File: config.mk
export PLATFORM = sky130hd
export DESIGN_NAME = iec_cpu_end_flat
export DESIGN_NICKNAME = d
export VERILOG_FILES = /design/src/common/iec_pkg.sv /design/src/common/iec_link_if.sv /design/src/iec_cpu_end.sv /design/src/flat_wrapper.sv
export VERILOG_INCLUDE_DIRS = /design/src /design/src/common
export SDC_FILE = /design/constraint.sdc
export NUM_CORES = 1
export LEC_CHECK = 0
export BUFFER_PORTS_ARGS = -buffer_cell sky130_fd_sc_hd__buf_2
export CAP_MARGIN = 30
export CORE_MARGIN = 5
export CORE_UTILIZATION = 49
export DETAILED_ROUTE_END_ITERATION = 16
export PLACE_DENSITY = 0.75
export SYNTH_ARGS = -nofsm -noshare
export SYNTH_HDL_FRONTEND = slang
export SYNTH_SLANG_ARGS = --single-unit
File: constraint.sdc
create_clock -name clk -period 5.74 [get_ports clk]
set_input_delay 0.861 -clock clk [delete_from_list [all_inputs] [get_ports clk]]
set_output_delay 0.861 -clock clk [all_outputs]
set_load 0.05 [all_outputs]
File: src/common/iec_consts.svh
// Constants of the interrupt flag and enable controller and its CPU end.
// Assumes inclusion by bare name from the package and the design modules.
`ifndef IEC_CONSTS_SVH
`define IEC_CONSTS_SVH

// ----------------------------------------------------------------------
// Register map on the CPU memory bus
// ----------------------------------------------------------------------
`define IEC_ADDR_ENABLE   16'h000f
`define IEC_ADDR_FLAGS    16'h0010
`define IEC_ADDR_CLEAR    16'h0011

// ----------------------------------------------------------------------
// Bit positions in enable, flag and clear registers
// ----------------------------------------------------------------------
`define IEC_BIT_VSYNC     0
`define IEC_BIT_PIN       1
`define IEC_BIT_TIMER     2
`define IEC_BIT_ADDR      3
`define IEC_BIT_SHIFT     4
`define IEC_BIT_CLKLOW    5
`define IEC_BIT_VOV_CLR   6
`define IEC_BIT_HOV_CLR   7
`define IEC_NUM_SRC       6

// ----------------------------------------------------------------------
// Reset values
// ----------------------------------------------------------------------
`define IEC_RST_ENABLE    6'h00
`define IEC_RST_FLAGS     6'h00

// ----------------------------------------------------------------------
// Timer wrap and CPU entry constants
// ----------------------------------------------------------------------
`define IEC_TIMER_MAX     8'hff
`define IEC_TIMER_ZERO    8'h00
`define IEC_VEC_LO        16'hfffe
`define IEC_VEC_HI        16'hffff
`define IEC_STACK_PAGE    8'h01

`endif

File: src/common/iec_pkg.sv
// Types of the interrupt flag and enable controller and its CPU end.
// Assumes iec_consts.svh sits on the include path.
`include "iec_consts.svh"

package iec_pkg;

  // CPU end entry sequence, one-hot
  typedef enum logic [6:0] {
    IEC_IDLE    = 7'h01,
    IEC_PUSH_HI = 7'h02,
    IEC_PUSH_LO = 7'h04,
    IEC_PUSH_ST = 7'h08,
    IEC_VEC_LO  = 7'h10,
    IEC_VEC_HI  = 7'h20,
    IEC_LOAD    = 7'h40
  } iec_entry_type;

  // Whole state of the device end
  typedef struct packed {
    logic [5:0] enable;
    logic [5:0] flags;
    logic [7:0] rdata;
    logic       irq;
    logic [2:0] pinMeta;
    logic [2:0] pinSync;
    logic [2:0] pinPrev;
    logic [7:0] timerPrev;
    logic       horizClr;
    logic       vertClr;
  } iec_dev_type;

  // Whole state of the CPU end
  typedef struct packed {
    iec_entry_type state;
    logic          mask;
    logic [15:0]   pc;
    logic [7:0]    status;
    logic [7:0]    sp;
    logic [15:0]   addr;
    logic [7:0]    wdata;
    logic          wrStb;
    logic          rdStb;
    logic          swRdPend;
    logic [7:0]    swRdata;
    logic          swRdValid;
    logic [7:0]    vecLo;
    logic [15:0]   vector;
    logic          entryDone;
  } iec_cpu_type;

endpackage

File: src/common/iec_link_if.sv
// Memory bus and request line between CPU end and interrupt controller.
// Assumes both ends run on one clock that the bench supplies.
`timescale 1ns/10ps
`default_nettype none

interface iec_link_if;
  logic [15:0] addr;
  logic [7:0]  wdata;
  logic        wrStb;
  logic        rdStb;
  logic [7:0]  rdata;
  logic        irqReq;

  // Device end: register slave and request source
  modport dev (
    input  addr,
    input  wdata,
    input  wrStb,
    input  rdStb,
    output rdata,
    output irqReq
  );

  // CPU end: bus master and request sink
  modport cpu (
    output addr,
    output wdata,
    output wrStb,
    output rdStb,
    input  rdata,
    input  irqReq
  );
endinterface

`default_nettype wire

File: src/iec_cpu_end.sv
// CPU end of the interrupt link: bus master for software accesses and
// the interrupt entry sequence (push PC and status, set mask, fetch vector).
// Assumes system memory outside answers vector reads on memRdata.
`timescale 1ns/10ps
`default_nettype none
`include "iec_consts.svh"

module iec_cpu_end
  import iec_pkg::*;
(
  input  wire logic        clk,
  input  wire logic        rst_n,
  iec_link_if.cpu          link,
  input  wire logic        instrDone,
  input  wire logic [15:0] curPc,
  input  wire logic [7:0]  curStatus,
  input  wire logic [7:0]  curSp,
  input  wire logic        maskClear,
  input  wire logic [15:0] swAddr,
  input  wire logic [7:0]  swWdata,
  input  wire logic        swWr,
  input  wire logic        swRd,
  input  wire logic [7:0]  memRdata,
  output logic [7:0]       swRdata,
  output logic             swRdValid,
  output logic             busy,
  output logic             maskFlag,
  output logic [15:0]      vectorPc,
  output logic             entryDone
);

  iec_cpu_type cur_ff;
  iec_cpu_type nxt_cur;

  // ----------------------------------------------------------------------
  // Next state
  // ----------------------------------------------------------------------

  // Bus strobes are one cycle; software is refused while not idle
  always_comb begin
    nxt_cur           = cur_ff;
    nxt_cur.wrStb     = 1'b0;
    nxt_cur.rdStb     = 1'b0;
    // Device answers the cycle after its strobe; take it one cycle later
    nxt_cur.swRdPend  = cur_ff.rdStb && (cur_ff.state == IEC_IDLE);
    nxt_cur.swRdValid = 1'b0;
    nxt_cur.entryDone = 1'b0;
    // Read data follow the strobe by one cycle
    if (cur_ff.swRdPend) begin
      nxt_cur.swRdata   = link.rdata;
      nxt_cur.swRdValid = 1'b1;
    end
    case (cur_ff.state)
      IEC_IDLE: begin
        if (maskClear) begin
          nxt_cur.mask = 1'b0;
        end
        if (instrDone && link.irqReq && !cur_ff.mask) begin
          nxt_cur.pc     = curPc;
          nxt_cur.status = curStatus;
          nxt_cur.sp     = curSp;
          nxt_cur.state  = IEC_PUSH_HI;
        end else if (swWr) begin
          nxt_cur.addr  = swAddr;
          nxt_cur.wdata = swWdata;
          nxt_cur.wrStb = 1'b1;
        end else if (swRd) begin
          nxt_cur.addr     = swAddr;
          nxt_cur.rdStb    = 1'b1;
        end
      end
      IEC_PUSH_HI: begin
        nxt_cur.addr  = {`IEC_STACK_PAGE, cur_ff.sp};
        nxt_cur.wdata = cur_ff.pc[15:8];
        nxt_cur.wrStb = 1'b1;
        nxt_cur.sp    = cur_ff.sp - 8'h01;
        nxt_cur.state = IEC_PUSH_LO;
      end
      IEC_PUSH_LO: begin
        nxt_cur.addr  = {`IEC_STACK_PAGE, cur_ff.sp};
        nxt_cur.wdata = cur_ff.pc[7:0];
        nxt_cur.wrStb = 1'b1;
        nxt_cur.sp    = cur_ff.sp - 8'h01;
        nxt_cur.state = IEC_PUSH_ST;
      end
      IEC_PUSH_ST: begin
        nxt_cur.addr  = {`IEC_STACK_PAGE, cur_ff.sp};
        nxt_cur.wdata = cur_ff.status;
        nxt_cur.wrStb = 1'b1;
        nxt_cur.sp    = cur_ff.sp - 8'h01;
        nxt_cur.mask  = 1'b1;
        nxt_cur.state = IEC_VEC_LO;
      end
      IEC_VEC_LO: begin
        nxt_cur.addr  = `IEC_VEC_LO;
        nxt_cur.rdStb = 1'b1;
        nxt_cur.state = IEC_VEC_HI;
      end
      IEC_VEC_HI: begin
        nxt_cur.addr  = `IEC_VEC_HI;
        nxt_cur.rdStb = 1'b1;
        nxt_cur.vecLo = memRdata;
        nxt_cur.state = IEC_LOAD;
      end
      IEC_LOAD: begin
        nxt_cur.vector    = {memRdata, cur_ff.vecLo};
        nxt_cur.entryDone = 1'b1;
        nxt_cur.state     = IEC_IDLE;
      end
      default: begin
        nxt_cur.state = IEC_IDLE;
      end
    endcase
  end

  // ----------------------------------------------------------------------
  // State register
  // ----------------------------------------------------------------------

  // Mask set at reset, as after a chip reset sequence
  always_ff @(posedge clk or negedge rst_n) begin
    if (!rst_n) begin
      cur_ff.state     <= IEC_IDLE;
      cur_ff.mask      <= 1'b1;
      cur_ff.pc        <= 16'h0000;
      cur_ff.status    <= 8'h00;
      cur_ff.sp        <= 8'h00;
      cur_ff.addr      <= 16'h0000;
      cur_ff.wdata     <= 8'h00;
      cur_ff.wrStb     <= 1'b0;
      cur_ff.rdStb     <= 1'b0;
      cur_ff.swRdPend  <= 1'b0;
      cur_ff.swRdata   <= 8'h00;
      cur_ff.swRdValid <= 1'b0;
      cur_ff.vecLo     <= 8'h00;
      cur_ff.vector    <= 16'h0000;
      cur_ff.entryDone <= 1'b0;
    end else begin
      cur_ff <= nxt_cur;
    end
  end

  // ----------------------------------------------------------------------
  // Outputs
  // ----------------------------------------------------------------------
  assign link.addr  = cur_ff.addr;
  assign link.wdata = cur_ff.wdata;
  assign link.wrStb = cur_ff.wrStb;
  assign link.rdStb = cur_ff.rdStb;
  assign swRdata    = cur_ff.swRdata;
  assign swRdValid  = cur_ff.swRdValid;
  assign busy       = (cur_ff.state != IEC_IDLE);
  assign maskFlag   = cur_ff.mask;
  assign vectorPc   = cur_ff.vector;
  assign entryDone  = cur_ff.entryDone;

endmodule

`default_nettype wire

File: src/flat_wrapper.sv
// flat-port wrapper written by rule: the top's interface ports become plain ports
module iec_cpu_end_flat import iec_pkg::*;
  (clk, rst_n, instrDone, curPc, curStatus, curSp, maskClear, swAddr, swWdata, swWr, swRd, memRdata, swRdata, swRdValid, busy, maskFlag, vectorPc, entryDone, link_addr, link_wdata, link_wrStb, link_rdStb, link_rdata, link_irqReq);
  iec_link_if link_i ();
  input  wire logic clk;
  input  wire logic rst_n;
  input  wire logic instrDone;
  input  wire logic [15:0] curPc;
  input  wire logic [7:0] curStatus;
  input  wire logic [7:0] curSp;
  input  wire logic maskClear;
  input  wire logic [15:0] swAddr;
  input  wire logic [7:0] swWdata;
  input  wire logic swWr;
  input  wire logic swRd;
  input  wire logic [7:0] memRdata;
  output logic [7:0] swRdata;
  output logic swRdValid;
  output logic busy;
  output logic maskFlag;
  output logic [15:0] vectorPc;
  output logic entryDone;
  output wire logic [$bits(link_i.addr)-1:0] link_addr;
  output wire logic [$bits(link_i.wdata)-1:0] link_wdata;
  output wire logic [$bits(link_i.wrStb)-1:0] link_wrStb;
  output wire logic [$bits(link_i.rdStb)-1:0] link_rdStb;
  input wire logic [$bits(link_i.rdata)-1:0] link_rdata;
  input wire logic [$bits(link_i.irqReq)-1:0] link_irqReq;
  assign link_addr = link_i.addr;
  assign link_wdata = link_i.wdata;
  assign link_wrStb = link_i.wrStb;
  assign link_rdStb = link_i.rdStb;
  assign link_i.rdata = link_rdata;
  assign link_i.irqReq = link_irqReq;
  iec_cpu_end u_core (.clk(clk), .rst_n(rst_n), .link(link_i), .instrDone(instrDone), .curPc(curPc), .curStatus(curStatus), .curSp(curSp), .maskClear(maskClear), .swAddr(swAddr), .swWdata(swWdata), .swWr(swWr), .swRd(swRd), .memRdata(memRdata), .swRdata(swRdata), .swRdValid(swRdValid), .busy(busy), .maskFlag(maskFlag), .vectorPc(vectorPc), .entryDone(entryDone));
endmodule
Yosys cells after proc, flatten, opt, wreduce, memory -nomap -nowiden
Index checks and enable logic that the tools add are counted.
{"block": "op_classes", "n_eq_ne": 13, "muxes": 17, "addsub": 1, "reduce_logical": 15}
{"op": "$pmux W16 S4", "count": 1}
{"op": "$pmux W7 S6", "count": 1}
{"op": "$pmux W9 S4", "count": 1}
{"op": "$mux W16", "count": 2}
{"op": "$mux W26", "count": 1}
{"op": "$pmux W8 S2", "count": 1}
{"op": "$mux W9", "count": 1}
{"op": "$mux W8", "count": 1}
{"op": "$ne A2 B2 Y1 const B", "count": 4}
{"op": "$reduce_bool A4 Y1", "count": 2}
{"op": "$sub A8 B1 Y8 const B", "count": 1}
{"op": "$eq A7 B1 Y1 const B", "count": 1}
{"op": "$eq A7 B2 Y1 const B", "count": 1}
{"op": "$eq A7 B3 Y1 const B", "count": 1}
{"op": "$eq A7 B4 Y1 const B", "count": 1}
{"op": "$eq A7 B5 Y1 const B", "count": 1}
{"op": "$eq A7 B6 Y1 const B", "count": 1}
{"op": "$eq A7 B7 Y1 const B", "count": 1}
{"op": "$mux W7", "count": 1}
{"op": "$ne A7 B1 Y1 const B", "count": 1}
{"op": "$reduce_and A2 Y1", "count": 3}
{"op": "$reduce_and A3 Y1", "count": 2}
{"op": "$mux W1", "count": 5}
{"op": "$pmux W1 S2", "count": 2}
{"op": "other kinds (6)", "count": 9}
{"block": "totals", "word_cells": 61, "register_bits": 101, "in_bits": 79}

Depth between registers and ports, before layout
{"block": "depth", "ltp_word": 4, "depth_mapped": 9, "ltp_nobuf": 7}

Least setup slack after synthesis
OpenSTA, ideal clock, no wires.
{"block": "synth_timing", "kind": "flip-flop to flip-flop", "start": "register u_core.cur_ff[97] (netlist name)", "end": "register, netlist name u_core.link.addr[6]", "synth_period_minus_slack_ns": 2.227, "path_buffers": 3, "path_slack_ns": 3.513, "required_time_ns": 5.615, "arrival_ns": 2.102, "setup_time_ns": 0.125, "path_stages_with_launch": 9, "cell_sequence": "dfrtp_1 > nor2b_1 > buf_2 > o31a_1 > buf_6 > a2111o_1 > o21ai_4 > buf_8 > mux2_4"}
{"block": "synth_between", "elab_chain_len": 4, "elab_cells_between_ends": 12, "classes_between": "eq/ne (8); mux (1); reduce/logical (3)"}
{"element": "start: declaration", "line_no": "iec_cpu_end.sv:32", "text": "iec_cpu_type cur_ff;"}
{"element": "start signal: assignment", "line_no": "iec_cpu_end.sv:139", "text": "cur_ff <= nxt_cur;"}
{"element": "$eq A7 B2 Y1, or another cell as far along", "line_no": "iec_cpu_end.sv:53", "text": "case (cur_ff.state)"}
{"element": "$reduce_or A3 Y1 (no source line)"}
{"element": "$reduce_bool A4 Y1 (no source line)"}
{"element": "$reduce_and A3 Y1 (no source line)"}
Several ways; a longest one is shown, not always the timed one.
A chain may end at the register's enable or synchronous reset.

Worst setup path after layout
{"block": "layout_timing", "start": "register u_core.cur_ff[95] (netlist name)", "end": "register u_core.cur_ff[66] (netlist name)"}
{"block": "layout_between", "elab_chain_len": 4, "elab_cells_between_ends": 9, "classes_between": "eq/ne (5); mux (1); reduce/logical (3)"}
{"element": "$eq A7 B2 Y1, or another cell as far along", "line_no": "iec_cpu_end.sv:53"}
{"element": "$reduce_or A3 Y1 (no source line)"}
{"element": "$reduce_bool A2 Y1 (no source line)"}
{"element": "$reduce_and A2 Y1 (no source line)"}
Several ways; a longest one is shown, not always the timed one.

==> metrics <==
run status=complete, no violations; Cell Pwr Density=503 nW/µm²; Die Ht=~110 µm; fillers=about 860; Hold Slack=~0.45 ns; measured slew at the worst slew-check pin=1.03 ns; # diodes=0; area grow syn2layout=12.2%; die area=around 12000 µm²; 1st-iter DRT viols=161; Initial Util=about half; R2R depth=8; initial antenna violation count=0; Arrival @ worst endpoint=3.45 ns; crit path cell chain=nor4b_1, and2_1, nand2_1, buf_8, inv_2, a21o_1, a21boi_0, o221a_2; yosys warns=0; largest family of logic cells by synthesized area=simple AND/OR/NAND/NOR gates; Mean Syn Cell Area=a little under 10 µm²; global-route wire length before repair=approximately 17000 µm; H-tree depth=3; Critical Path End=u_core.cur_ff[66]$_DFFE_PN0P_; placer congestion estimate=a little over 0.8; commonest non-fill, non-tap cells in the layout=nand2_1 (136), buf_2 (132), dfrtp_1 (99); Post-Syn Instances=486; slowest cell on the critical path=dfrtp_1; I/O Pins=roughly 130; nets=~640; xor-xnor portion of the synthesized cell area=0.181%; RSZ-0062 raised after global routing=no; max-slew violations=0; cells resized by post-CTS repair=0; worst r2r src=u_core.cur_ff[95]$_DFFE_PN0P_; GRT Overall Usage=between 10% and 20%; Worst EP required=~6 ns; Hold WC Path Type=input port to asynchronous set/reset pin; average wire per standard cell=about 15 µm; worst-path maximum fanout=28; clock transition at the registers of the reported paths=around 0.09 ns; TritonCTS clock tree=built; via/cell ratio=5.09; crit-path max cell delay=between 0.5 and 0.6 ns; Worst R2R End=u_core.cur_ff[66]$_DFFE_PN0P_; sequential-to-total area share from yosys stat=approximately 52%; static leakage=between 2 and 3 nW; Worst Setup Start Kind=flop; Post-CTS Setup Bufs=0; worst vdd ir=around 0.00022 V; total number of vias=around 3.6k; CP Capture Type=flop; crit path from=u_core.cur_ff[95]$_DFFE_PN0P_; post-synthesis compound-gate area fraction=between 10% and 20%; minimum clock period=3.14 ns; row count=36; final setup skew=~0.0071 ns; Post-Synth Adder-Cell Area=less than 1%; vias in the first global route=roughly 3.5k; MaxCap Viol Count=0; r2r setup slk=between 2 and 3 ns; CTS root buffer=clkbuf_8; setup TNS=0 ns; Total Power=~2.7 mW; DR pass1 iterations=5; cts hold-fix bufs=0; DIE WIDTH=about 110 µm; Clock Tree Buf Depth=2; largest net degree at the start of global routing=66; ANT nets after route=0; Tcrit/Tclk final=around 55%; critical path type=flop to flop; final hold viol count=0; Max transition margin=a little under a third; library cells used by synthesis=53; routed wire length=between 10000 and 15000 µm; footprint of the multi-input gates=approximately 1700 µm²; clock sink count=~100; most common cell after layout, fill and taps aside=nand2_1; Synth Area in Simple Gates=16.6%; global route overflow=0; DRC errors left=0; CTS buffer count=9; # port buffers=approximately 130; Post-Route Utilization=56.0%; Sequential Area=approximately 2500 µm²; Peak Freq=roughly 0.32 GHz; Detail Placement HPWL=between 7000 and 8000 µm; post-synthesis mux area share=approximately 8%; Final Setup Violations=0; Worst-Skew Late Latency=around 0.36 ns; Yosys reg bits=around 100; area of the mapped netlist=roughly 4800 µm²; core area=just under 10000 µm²; Syn Nets=roughly 570; layout cell share with drive strength beyond 1=roughly 33%
[layer usage]
metal / part of all wire, % / global-route usage, %
met5: 0 / 0
met4: 1.3 / 6.14
met3: 6.9 / 3.58
met2: 48 / 28.9
met1: 44 / 25.1
[flip-flops by register name, indices dropped and copies added, names as in the netlist]
register	count
u_core.link.addr	16
u_core.entryDone	1
u_core.swRdValid	1
u_core.vectorPc	16
u_core.link.wdata	8
u_core.swRdata	8
u_core.cur_ff	48
u_core.link.rdStb	1
u_core.link.wrStb	1
u_core.maskFlag	1
[Yosys cell counts, drive strengths merged]
library cell,count,area (µm²)
nand2,136,510
dfrtp,99,2480
buf,62,449
mux2,25,293
o21ai,24,131
inv,23,86.3
a22oi,17,128
a21oi,15,75.1
clkbuf,11,41.3
mux2i,9,90.1
nor2,7,26.3
nand3,6,30.0
a221o,5,50.1
nor3,5,30.0
nor4b,4,56.3
and2,3,18.8
nor2b,3,18.8
o221a,3,33.8
a21boi,2,15.0
a21o,2,15.0
a311oi,2,17.5
and3,2,12.5
dfstp,2,52.6
nor3b,2,15.0
or3,2,12.5
a2111o,1,11.3
a41o,1,10.0
and3b,1,8.76
ha,1,12.5
nand3b,1,7.51
nand4,1,6.26
nor4,1,21.3
o21a,1,7.51
o22ai,1,6.26
o311ai,1,8.76
o31a,1,8.76
or2,1,6.26
or4,1,11.3
or4b,1,10.0
xnor2,1,8.76
[logic make-up after synthesis]
kind of cell,count (synthesis)
AND/OR/NAND/NOR,177
flip-flops,101
buffers and inverters,96
AO/OA/AOI/OAI,76
multiplexers,34
XOR/XNOR,1
adder cells (fa/ha/maj),1
[stage by stage]
step                area [µm²]  worst slack, ns  cells
floorplan                 4830             3.51    486
global placement          5180             2.44    680
detailed placement        5200             2.65    681
CTS                       5400             2.59    697
global route              5420             2.36    699
finish                    5420             2.60    699
[worst min path at each step]
stage | end
finish | u_core.cur_ff[23]$_DFFE_PN0P_
global route | u_core.cur_ff[23]$_DFFE_PN0P_
CTS | u_core.cur_ff[23]$_DFFE_PN0P_
detailed placement | u_core.vectorPc[4]$_DFFE_PN0P_
global placement | u_core.vectorPc[5]$_DFFE_PN0P_
floorplan | u_core.swRdValid$_DFF_PN0_
[worst max-delay path: cells and delay by family, from the launching register on]
| kind | cells | cell delay [ns] |
|---|---|---|
| and+or+nand+nor | 3 | 1.20 |
| buffers and inverters | 2 | 0.64 |
| AOI/OAI and AO/OA | 3 | 0.70 |
| DFF | 1 | 0.54 |
[area by class of cell]
type / count / share of cell area, %
multi-input cells: 289 / 31.8
repair buffers: 137 / 13.1
flip-flops and latches: 101 / 46.7
clock inverters: 3 / 0.808
clock buffers: 13 / 2.93
inverters: 23 / 1.59
well taps: 133 / 3.07
[report_power, final]
group	total [mW]	internal, mW	switching (mW)
combinational	1.17	0.362	0.804
clock	0.459	0.226	0.233
sequential	1.10	0.948	0.152
(Power assumes the default switching activity.)
